$ cat config.mk
export PLATFORM = sky130hd
export DESIGN_NAME = scc_inserter
export DESIGN_NICKNAME = d
export VERILOG_FILES = /design/src/rtl/scc_pkg.sv /design/src/rtl/scc_inserter.sv
export SDC_FILE = /design/constraint.sdc
export NUM_CORES = 1
export LEC_CHECK = 0
export ABC_AREA = 1
export BUFFER_PORTS_ARGS = -buffer_cell sky130_fd_sc_hd__buf_2
export CAP_MARGIN = 0
export CELL_PAD_IN_SITES_DETAIL_PLACEMENT = 1
export CELL_PAD_IN_SITES_GLOBAL_PLACEMENT = 2
export CORE_MARGIN = 5
export CORE_UTILIZATION = 31
export CTS_BUF_LIST = sky130_fd_sc_hd__clkbuf_4
export CTS_CLUSTER_SIZE = 28
export DETAILED_ROUTE_END_ITERATION = 8
export GPL_ROUTABILITY_DRIVEN = 0
export GPL_TIMING_DRIVEN = 0
export PLACE_DENSITY_LB_ADDON = 0.1
export SLEW_MARGIN = 25
export SYNTH_ARGS = -nofsm -noshare
export SYNTH_HDL_FRONTEND = slang
export SYNTH_SLANG_ARGS = --single-unit
$ cat constraint.sdc
create_clock -name clk_i -period 10.6 [get_ports clk_i]
set_clock_uncertainty 0.2 [all_clocks]
set_input_delay 0.53 -clock clk_i [delete_from_list [all_inputs] [get_ports clk_i]]
set_output_delay 0.53 -clock clk_i [all_outputs]
set_load 0.02 [all_outputs]
$ cat src/rtl/scc_pkg.sv
// package: constants, register map and carrier types for the caption inserter
package scc_pkg;
  // Notes on behaviour
  // - caption data goes on line 21 of odd fields and line 284 of even fields.
  // - each caption line starts with seven run-in sine cycles locked to bit timing.
  // - after run-in, two bit periods at blanking, then one start bit high.
  // - sixteen payload bits follow: two bytes, seven data bits plus odd parity.
  // - odd-field bytes come from the caption byte registers at caption_byte_lo and caption_byte_hi.
  // - even-field line 284 bytes come from the extended registers at extended_caption_byte_lo and extended_caption_byte_hi.
  // - run-in waveform and bit timing are generated inside the block.
  // - while enabled, pixel input on line 21 of odd fields and line 284 of even fields is replaced by caption.
  // - single two-byte buffer; registers go out on the next caption line.

  // ----------------------------------------
  // register map (byte addresses = 4 x index)
  // ----------------------------------------
  localparam logic [7:0] SCC_IDX_EXT_LO = 8'h91;
  localparam logic [7:0] SCC_IDX_EXT_HI = 8'h92;
  localparam logic [7:0] SCC_IDX_CAP_LO = 8'h93;
  localparam logic [7:0] SCC_IDX_CAP_HI = 8'h94;
  localparam logic [7:0] SCC_IDX_CTRL = 8'h95;
  localparam logic [7:0] SCC_IDX_STATUS = 8'h96;
  localparam logic [7:0] SCC_BYTE_RST = 8'h00;
  localparam int SCC_CTRL_EN_BIT = 0;
  localparam logic [31:0] SCC_UNMAPPED_RD = 32'h0000_0000;

  // ----------------------------------------
  // video timing
  // ----------------------------------------
  localparam logic [9:0] SCC_LINE_ODD = 10'd21;
  localparam logic [9:0] SCC_LINE_EVEN = 10'd284;
  localparam int SCC_CLK_HZ = 200_000_000;
  localparam int SCC_BIT_HZ = 503_496;
  localparam int SCC_BIT_CYC = SCC_CLK_HZ / SCC_BIT_HZ;
  localparam logic [11:0] SCC_BIT_LAST = 12'(SCC_BIT_CYC - 1);
  localparam int SCC_START_NS = 10_500;
  localparam logic [11:0] SCC_START_CYC = 12'((SCC_START_NS * 200 + 999) / 1000);
  localparam logic [4:0] SCC_RUNIN_HALF = 5'd14;
  localparam logic [4:0] SCC_GAP_BITS = 5'd2;
  localparam logic [4:0] SCC_DATA_BITS = 5'd16;
  localparam logic [9:0] SCC_LVL_BLANK = 10'h0f0;
  localparam logic [9:0] SCC_LVL_HIGH = 10'h2d0;
  localparam logic [9:0] SCC_LVL_MID = 10'h1e0;
  localparam logic [9:0] SCC_LVL_AMP = 10'h0f0;

  typedef struct packed {
    logic [9:0] line;
    logic odd_field;
    logic active;
    logic [9:0] data;
  } scc_pix_s;

  typedef enum logic [4:0] {
    SCC_IDLE = 5'b00001,
    SCC_WAIT = 5'b00010,
    SCC_RUNIN = 5'b00100,
    SCC_GAP = 5'b01000,
    SCC_DATA = 5'b10000
  } scc_state_e;
endpackage

$ cat src/rtl/scc_inserter.sv
// caption inserter: avalon register slave, line detection and caption serializer
module scc_inserter
  import scc_pkg::*;
(
  input wire logic clk_i,
  input wire logic rst_i,
  input wire logic [7:0] avs_address_i,
  input wire logic avs_read_i,
  input wire logic avs_write_i,
  input wire logic [3:0] avs_byteenable_i,
  input wire logic [31:0] avs_writedata_i,
  output logic [31:0] avs_readdata_o,
  output logic avs_waitrequest_o,
  input wire scc_pix_s pix_i,
  input wire logic line_start_i,
  output logic [9:0] video_o,
  output logic caption_active_o
);

  // ----------------------------------------
  // register slave
  // ----------------------------------------
  logic [7:0] ext_lo_r, ext_lo_nxt, ext_hi_r, ext_hi_nxt;
  logic [7:0] cap_lo_r, cap_lo_nxt, cap_hi_r, cap_hi_nxt;
  logic en_r, en_nxt;
  logic ack_r, ack_nxt;
  logic [31:0] rd_r, rd_nxt;
  scc_state_e st_r, st_nxt;
  logic field_odd_r, field_odd_nxt;

  function automatic logic hit(input logic [7:0] a, input logic [7:0] idx);
    return a == idx;
  endfunction

  // one wait state on every access; write lands and read data stands on the edge
  // where waitrequest is sampled low, never while the master is still held off
  assign avs_waitrequest_o = (avs_read_i | avs_write_i) & ~ack_r;
  assign avs_readdata_o = rd_r;

  always_comb begin
    logic wr;
    wr = avs_write_i & ack_r & avs_byteenable_i[0];
    ext_lo_nxt = ext_lo_r;
    ext_hi_nxt = ext_hi_r;
    cap_lo_nxt = cap_lo_r;
    cap_hi_nxt = cap_hi_r;
    en_nxt = en_r;
    ack_nxt = (avs_read_i | avs_write_i) & ~ack_r;
    rd_nxt = rd_r;
    if (wr && hit(avs_address_i, SCC_IDX_EXT_LO)) ext_lo_nxt = avs_writedata_i[7:0];
    if (wr && hit(avs_address_i, SCC_IDX_EXT_HI)) ext_hi_nxt = avs_writedata_i[7:0];
    if (wr && hit(avs_address_i, SCC_IDX_CAP_LO)) cap_lo_nxt = avs_writedata_i[7:0];
    if (wr && hit(avs_address_i, SCC_IDX_CAP_HI)) cap_hi_nxt = avs_writedata_i[7:0];
    if (wr && hit(avs_address_i, SCC_IDX_CTRL)) en_nxt = avs_writedata_i[SCC_CTRL_EN_BIT];
    if (avs_read_i && !ack_r) begin
      unique case (avs_address_i)
        SCC_IDX_EXT_LO: rd_nxt = {24'h000000, ext_lo_r};
        SCC_IDX_EXT_HI: rd_nxt = {24'h000000, ext_hi_r};
        SCC_IDX_CAP_LO: rd_nxt = {24'h000000, cap_lo_r};
        SCC_IDX_CAP_HI: rd_nxt = {24'h000000, cap_hi_r};
        SCC_IDX_CTRL: rd_nxt = {31'h00000000, en_r};
        SCC_IDX_STATUS: rd_nxt = {26'h0000000, field_odd_r, st_r};
        default: rd_nxt = SCC_UNMAPPED_RD;
      endcase
    end
  end

  always_ff @(posedge clk_i or posedge rst_i) begin
    if (rst_i) begin
      ext_lo_r <= SCC_BYTE_RST;
      ext_hi_r <= SCC_BYTE_RST;
      cap_lo_r <= SCC_BYTE_RST;
      cap_hi_r <= SCC_BYTE_RST;
      en_r <= 1'b0;
      ack_r <= 1'b0;
      rd_r <= 32'h0000_0000;
    end else begin
      ext_lo_r <= ext_lo_nxt;
      ext_hi_r <= ext_hi_nxt;
      cap_lo_r <= cap_lo_nxt;
      cap_hi_r <= cap_hi_nxt;
      en_r <= en_nxt;
      ack_r <= ack_nxt;
      rd_r <= rd_nxt;
    end
  end

  // ----------------------------------------
  // caption serializer
  // ----------------------------------------
  logic [11:0] cyc_r, cyc_nxt;
  logic [4:0] cnt_r, cnt_nxt;
  logic [15:0] sh_r, sh_nxt;
  logic [9:0] vid_r, vid_nxt;
  logic act_r, act_nxt;
  logic cap_line;
  logic [9:0] wave;

  function automatic logic [7:0] with_parity(input logic [7:0] b);
    return {~^b[6:0], b[6:0]};
  endfunction

  assign cap_line = en_r & ((pix_i.odd_field & pix_i.line == SCC_LINE_ODD) |
                    (~pix_i.odd_field & pix_i.line == SCC_LINE_EVEN));

  // run-in: triangle-shaped approximation of a sine, one cycle per bit period
  always_comb begin
    logic [11:0] ph;
    ph = (cyc_r < 12'(SCC_BIT_CYC / 2)) ? cyc_r : 12'(SCC_BIT_LAST - cyc_r);
    // 32-bit product: a 12-bit one would wrap and flatten the run-in
    wave = 10'(int'(SCC_LVL_BLANK) + (int'(ph) * int'(SCC_LVL_AMP)) / (SCC_BIT_CYC / 2));
  end

  always_comb begin
    st_nxt = st_r;
    cyc_nxt = cyc_r;
    cnt_nxt = cnt_r;
    sh_nxt = sh_r;
    field_odd_nxt = field_odd_r;
    act_nxt = act_r;
    vid_nxt = pix_i.data;
    unique case (st_r)
      SCC_IDLE: begin
        act_nxt = 1'b0;
        if (line_start_i && cap_line) begin
          // bytes sampled at line start: a write done a line earlier goes out now
          sh_nxt = pix_i.odd_field ? {with_parity(cap_hi_r), with_parity(cap_lo_r)}
                                   : {with_parity(ext_hi_r), with_parity(ext_lo_r)};
          field_odd_nxt = pix_i.odd_field;
          cyc_nxt = 12'h000;
          act_nxt = 1'b1;
          vid_nxt = pix_i.active ? SCC_LVL_BLANK : pix_i.data;
          st_nxt = SCC_WAIT;
        end
      end
      SCC_WAIT: begin
        vid_nxt = pix_i.active ? SCC_LVL_BLANK : pix_i.data;
        cyc_nxt = cyc_r + 12'h001;
        if (cyc_r == SCC_START_CYC) begin
          cyc_nxt = 12'h000;
          cnt_nxt = 5'h00;
          st_nxt = SCC_RUNIN;
        end
      end
      SCC_RUNIN: begin
        vid_nxt = wave;
        cyc_nxt = cyc_r + 12'h001;
        if (cyc_r == SCC_BIT_LAST) begin
          cyc_nxt = 12'h000;
          cnt_nxt = cnt_r + 5'h02;
          if (cnt_r + 5'h02 == SCC_RUNIN_HALF) begin
            cnt_nxt = 5'h00;
            st_nxt = SCC_GAP;
          end
        end
      end
      SCC_GAP: begin
        // two blank bit periods, then the start bit
        vid_nxt = (cnt_r == SCC_GAP_BITS) ? SCC_LVL_HIGH : SCC_LVL_BLANK;
        cyc_nxt = cyc_r + 12'h001;
        if (cyc_r == SCC_BIT_LAST) begin
          cyc_nxt = 12'h000;
          cnt_nxt = cnt_r + 5'h01;
          if (cnt_r == SCC_GAP_BITS) begin
            cnt_nxt = 5'h00;
            st_nxt = SCC_DATA;
          end
        end
      end
      SCC_DATA: begin
        vid_nxt = sh_r[0] ? SCC_LVL_HIGH : SCC_LVL_BLANK;
        cyc_nxt = cyc_r + 12'h001;
        if (cyc_r == SCC_BIT_LAST) begin
          cyc_nxt = 12'h000;
          sh_nxt = {1'b0, sh_r[15:1]};
          cnt_nxt = cnt_r + 5'h01;
          if (cnt_r == SCC_DATA_BITS - 5'h01) st_nxt = SCC_IDLE;
        end
      end
      default: st_nxt = SCC_IDLE;
    endcase
    // active pixels in the remainder of a caption line after the payload stay blank; inactive ones pass through
    if (st_r == SCC_IDLE && act_r && !line_start_i) begin
      act_nxt = 1'b1;
      vid_nxt = pix_i.active ? SCC_LVL_BLANK : pix_i.data;
    end
    if (st_r == SCC_IDLE && line_start_i && !cap_line) act_nxt = 1'b0;
    if (!en_r) begin
      st_nxt = SCC_IDLE;
      act_nxt = 1'b0;
      vid_nxt = pix_i.data;
    end
  end

  always_ff @(posedge clk_i or posedge rst_i) begin
    if (rst_i) begin
      st_r <= SCC_IDLE;
      cyc_r <= 12'h000;
      cnt_r <= 5'h00;
      sh_r <= 16'h0000;
      field_odd_r <= 1'b0;
      act_r <= 1'b0;
      vid_r <= 10'h000;
    end else begin
      st_r <= st_nxt;
      cyc_r <= cyc_nxt;
      cnt_r <= cnt_nxt;
      sh_r <= sh_nxt;
      field_odd_r <= field_odd_nxt;
      act_r <= act_nxt;
      vid_r <= vid_nxt;
    end
  end

  assign video_o = vid_r;
  assign caption_active_o = act_r;

endmodule

* After elaboration in Yosys (flattened, before gate mapping)
Index checks and enable logic that the tools add are counted.
** Word-level totals
- Word-level logic and storage cells :: 130
- Input port bits :: 71
- Register bits after elaboration :: 116
** Operators by class
- Divide/modulo/power cells :: 1
- Magnitude comparators :: 1
- Mux-type cells :: 39
- Reductions and logical operators :: 27
- $mul :: 1
- Add/subtract/negate cells :: 5
- Bitwise logic cells :: 10
- Eq/ne operators :: 32
** Operator list (number)
- $mux W5 :: 15
- $mux W10 :: 6
- $pmux W10 S5 :: 1
- $eq A8 B8 Y1 const B :: 6
- $mux W12 :: 4
- $mux W16 :: 3
- $pmux W8 S6 :: 1
- $pmux W12 S3 :: 1
- $div A32 B9 Y32 const B :: 1
- $pmux W16 S2 :: 1
- $reduce_xnor A7 Y1 :: 4
- $pmux W5 S5 :: 1
- $ne A3 B3 Y1 const B :: 8
- $pmux W5 S4 :: 1
- $mul A12 B4 Y16 const B :: 1
- $eq A5 B4 Y1 const B :: 3
- $add A12 B1 Y12 const B :: 1
- $eq A12 B12 Y1 const B :: 1
- $eq A12 B9 Y1 const B :: 1
- $lt A12 B8 Y1 const B :: 1
- $sub A9 B12 Y12 const A :: 1
- $logic_and A1 B1 Y1 :: 11
- $add A9 B10 Y10 const A :: 1
- $eq A10 B5 Y1 const B :: 1
- other kinds (22) :: 41

* Depth between registers and ports, before layout
- Depth after elaboration :: 10
- Gate-level depth with buffers :: 106
- Gate-level depth less buffers :: 105

* Least setup slack after synthesis
No wires, ideal clock.
- Kind :: register to register
- From :: register cyc_r[0]
- To :: register vid_r[0] (netlist: video_o[0])
- Arrival :: 10.633 ns
- Path slack :: -0.353 ns
- Clock period less this slack :: 10.953 ns
- Path buffers :: 1
- Cell stages (with the launch flop) :: 90
- Cell sequence :: dfrtp_1 inv_1 ha_1 nor2_1 nor2_1 a21oi_1 inv_1 o21ai_0 xor2_1 inv_1 ha_1 fa_1 ha_1 nand2_1 nor2_1 and2_1 nand2_1 nand2_1 [... 54 more ...] nand4_4 nand3_4 nand3_2 nand2_2 nor2_4 nand2_4 xor2_1 ha_1 a21oi_1 nand2_1 nand2_1 nand2_1 a21oi_1 nand4_1 nand2_1 nand2_1 nand2_1 nand2_1
** Between the ends
- Cells in the longest elaborated chain, start to end :: 8
- Elaborated cells between the ends (all ways) :: 9
- Those cells by class :: add/sub: 2; mul: 1; div: 1; order compare: 1; mux: 4
** RTL lines
- start, declared :: line scc_inserter.sv:91 : logic [11:0] cyc_r, cyc_nxt;
- start signal, assigned :: line scc_inserter.sv:206 : cyc_r <= cyc_nxt;
- $sub A9 B12 Y12 or $lt A12 B8 Y1 (tied branches) :: line scc_inserter.sv:109 : ph = (cyc_r < 12'(SCC_BIT_CYC / 2)) ? cyc_r : 12'(SCC_BIT_LAST - cyc_r);
- $mux W12 * :: line scc_inserter.sv:109
- $mul A12 B4 Y16 * :: line scc_inserter.sv:111 : wave = 10'(int'(SCC_LVL_BLANK) + (int'(ph) * int'(SCC_LVL_AMP)) / (SCC_BIT_CYC / 2));
- $div A32 B9 Y32 * :: line scc_inserter.sv:111
- $add A9 B10 Y10 * :: line scc_inserter.sv:111
- $pmux W10 S5 * :: line scc_inserter.sv:122 : unique case (st_r)
- $mux W10 * :: line scc_inserter.sv:183 : if (st_r == SCC_IDLE && act_r && !line_start_i) begin
- $mux W10 * :: line scc_inserter.sv:188 : if (!en_r) begin
- via vid_nxt[0] :: line scc_inserter.sv:94 : logic [9:0] vid_r, vid_nxt;
- end signal, assigned :: line scc_inserter.sv:211 : vid_r <= vid_nxt;
- end, declared :: line scc_inserter.sv:94
Mark *: on every way through the listed nets, which the timed path passes. The rest lies on a longest branch.
A chain may end at the register's enable or synchronous reset.

* Final worst setup path
- From :: register cyc_r[5]
- To :: register vid_r[0] (netlist: video_o[0])
The elaborated chain is that of the path after synthesis.

==> impl_metrics.ini <==
[placed_design]
port_buffers = 61
placement.setup.worst_slack_ps = -2210
hpwl_mm = 26.9

[setup_path]
critical_path_class = flip-flop to flip-flop
timing.reg2reg.setup_slack_ps = -870
cp.arrival_ps = 11680
rr_startpoint = cyc_r[5]
slowest_stage = fa_2
cp-end-kind = flip-flop
regToRegEndpoint = video_o[0]
worst_setup_path_endpoint = video_o[0]
worstPathMaxFanout = 7
critical_path_source_type = flip-flop
timing.critical_path.from = cyc_r[5]
timing.critical_path.mode_cell = nand2_4
worst-endpoint-required_ps = 10810
ff2ff_path_depth = 97
critical_path.max_stage_delay_ps = 570

[global_routing]
track_usage_pct = 17.8
grt_antenna_before_repair = 0
gr-max-usage-layer = met2
first_global_vias = 11800
use_met1_pct = 25.1
first_pass_grt_wire_length_mm = 59.0
grt_max_degree = 68
grt-ovfl-total = 0
gr-usage-met2_pct = 30.7
global_route.usage.met3_pct = 1.52

[detailed_routing]
drtPass1Iterations = 5
vias = 11600
drtAntennaViolNets = 0
routed_length_per_instance_um = 15.2
drt-vias-per-instance = 4.81
wirelength_mm = 36.6
dr.first_iter.drc_count = 353
drc = 0

[clocking]
cts_tree = yes
clk_transition_reported_paths_ps = 180
ctsRootBufferMaster = clkbuf_4
tritoncts_num_sinks = 92
insertion_delay_ps = 500
tritoncts.num_buffers = 9
cts-htree-levels = 3
max-clock-path-buffers = 2

[floorplanning]
initial_utilization_pct = 31.3
die_width_um = 199
design.core.area_um2 = 35400
io-pin-count = 115
die-height_um = 199
die_area_um2 = 39600
fp-row-count = 69

[logic_synthesis]
synth_area_per_cell_um2 = 6.65
synthDominantCellAreaShare_pct = 20.6
combinational_family_with_the_most_area_after_synthesis = simple AND/OR/NAND/NOR gates
synth-warning-count = 0
synth-simple-area-share_pct = 41.7
yosys.area_share.adder_pct = 6.15
ys_seq_elements = 92
ys_types = 67
netlist_area_um2 = 11100
ys_top_cells_by_area = dfrtp_1, nand2_1, inv_1
synth_mux_area_share_pct = 0.724
synth_seq_area_share_pct = 20.8
asyncSetResetFlopFracSynth_pct = 100
synth_xor_area_share_pct = 6.02
synth.largest_area_cell = dfrtp_1
synth_edf_count = 0
synthFlopType = dfrtp_1
synthCells = 1664
synth_compound_gate_area_share_pct = 12.6

[run_status]
run_status = complete, but fails checks
failed_checks = setup timing

[timing]
report.final.setup_viol = 3
fin_setup_tns_ps = -1800
final.setup.worst_slack_ps = -871
final-hold-violation-count = 0
post-route-min-period_ps = 11470
timing_worst_slew_pin_value_ps = 915
hold_ws_ps = 71.0
relSlewSlack_pct = 38.4
timing.final.max_slew_violations = 0
timing.final.crit_share_pct = 108
max_freq_mhz = 87.2
grt_setup_unrepaired = true

[flow_run]
maximum_capacitance_violations = 0

[finish]
syn_to_final_growth_pct = 39.5
ant_cells = 0
fin_nets = 2050
most_common_cell_after_layout_fill_and_taps_aside = nand2_1
num-fill-cells = 4470
final_cell_mix = nand2_1, inv_1, buf_4
drive_gt1_share_pct = 37.9

[worst_hold_path]
hold_path_class = primary input to flip-flop
[through the flow]
step                utilization [%]  cell area [um^2]  cells
floorplan                         -             11300   1687
global placement               34.3             12200   2209
detailed placement             34.5             12200   2212
CTS                            39.6             14000   2333
global route                   43.6             15400   2400
finish                         43.6             15400   2400
[final cells by class]
type                       instances  area [um^2]  share of cell area, %
multi-input combinational       1280         9310                   60.3
sequential                        92         2310                   15.0
timing repair buffer             231         1720                   11.2
inverter                         274         1090                   7.07
tap                              461          577                   3.74
buffer                            46          284                   1.84
clock inverter                     7         75.1                  0.486
clock buffer                       9         67.6                  0.438
[worst max-delay path, delay by kind of cell, from the launching register on]
family / cells / cell delay [ps]
adder cells (fa/ha/maj): 4 / 1570
AO/OA/AOI/OAI: 4 / 720
buffers and inverters: 18 / 1900
flip-flops: 1 / 460
AND/OR/NAND/NOR: 71 / 6470
[cells by family after synthesis]
kind of cell | after synthesis
and+or+nand+nor | 886
AOI/OAI and AO/OA | 237
buffers and inverters | 320
muxes | 8
adders and majority gates | 47
DFF | 92
other | 1
xor gates and xnor gates | 73
[registers in the layout, summed over array words and instances, names as in the netlist]
| name | count |
|---|---|
| cyc_r | 12 |
| field_odd_r | 1 |
| cnt_r | 5 |
| ext_hi_r | 8 |
| st_r | 5 |
| sh_r | 16 |
| cap_lo_r | 8 |
| ack_r | 1 |
| caption_active_o | 1 |
| en_r | 1 |
| avs_readdata_o | 8 |
| video_o | 10 |
| ext_lo_r | 8 |
| cap_hi_r | 8 |
[how the worst min path moves through the flow]
| stage | from | endpoint | slack (ps) | cells past startpoint |
|---|---|---|---|---|
| floorplan | sh_r[11] | sh_r[11] | 250 | 2 |
| global placement | ack_r | ack_r | 240 | 1 |
| detailed placement | ack_r | ack_r | 260 | 1 |
| CTS | pix_i[0] | video_o[0] | 30 | 3 |
| global route | pix_i[1] | video_o[1] | 60 | 3 |
| finish | pix_i[0] | video_o[0] | 70 | 3 |
[synthesized netlist by cell type (5+ instances only)]
| master | count |
|---|---|
| nand2_1 | 399 |
| inv_1 | 232 |
| nand3_1 | 135 |
| o21ai_0 | 123 |
| nor2_1 | 111 |
| dfrtp_1 | 91 |
| nand2_2 | 78 |
| nand2_4 | 50 |
| xor2_1 | 44 |
| a21oi_1 | 40 |
| inv_2 | 33 |
| ha_1 | 32 |
| xnor2_1 | 27 |
| buf_4 | 25 |
| nand4_1 | 24 |
| nor3_1 | 20 |
| clkbuf_1 | 18 |
| nand3_2 | 15 |
| nor2_4 | 15 |
| fa_1 | 13 |
| o22ai_1 | 12 |
| o211ai_1 | 11 |
| o21ai_1 | 9 |
| mux2i_1 | 8 |
| nor2_2 | 8 |
| nand3_4 | 7 |
| clkinv_1 | 6 |
| nand3b_1 | 6 |
| o2111ai_1 | 6 |
| a221oi_1 | 5 |
[per-layer routing]
| layer | vias up | share of wire, % |
|---|---|---|
| met5 | - | 0 |
| met4 | 0 | 0.51 |
| met3 | 17 | 1.7 |
| met2 | 98 | 50 |
| met1 | 5595 | 48 |
| li1 | 5843 | - |
[what timing repair did]
item                       4_1_cts  5_1_grt
buffers inserted                99       67
pin swaps                      101      130
hold buffers                     1        0
setup endpoints to repair       10        9
resized for setup              186      200
cloned                           5        0
hold endpoints to repair        25        0
Power is left out: the tool's default activity adds up to more than one toggle a clock period on the data nets, which glitch-free logic cannot reach.
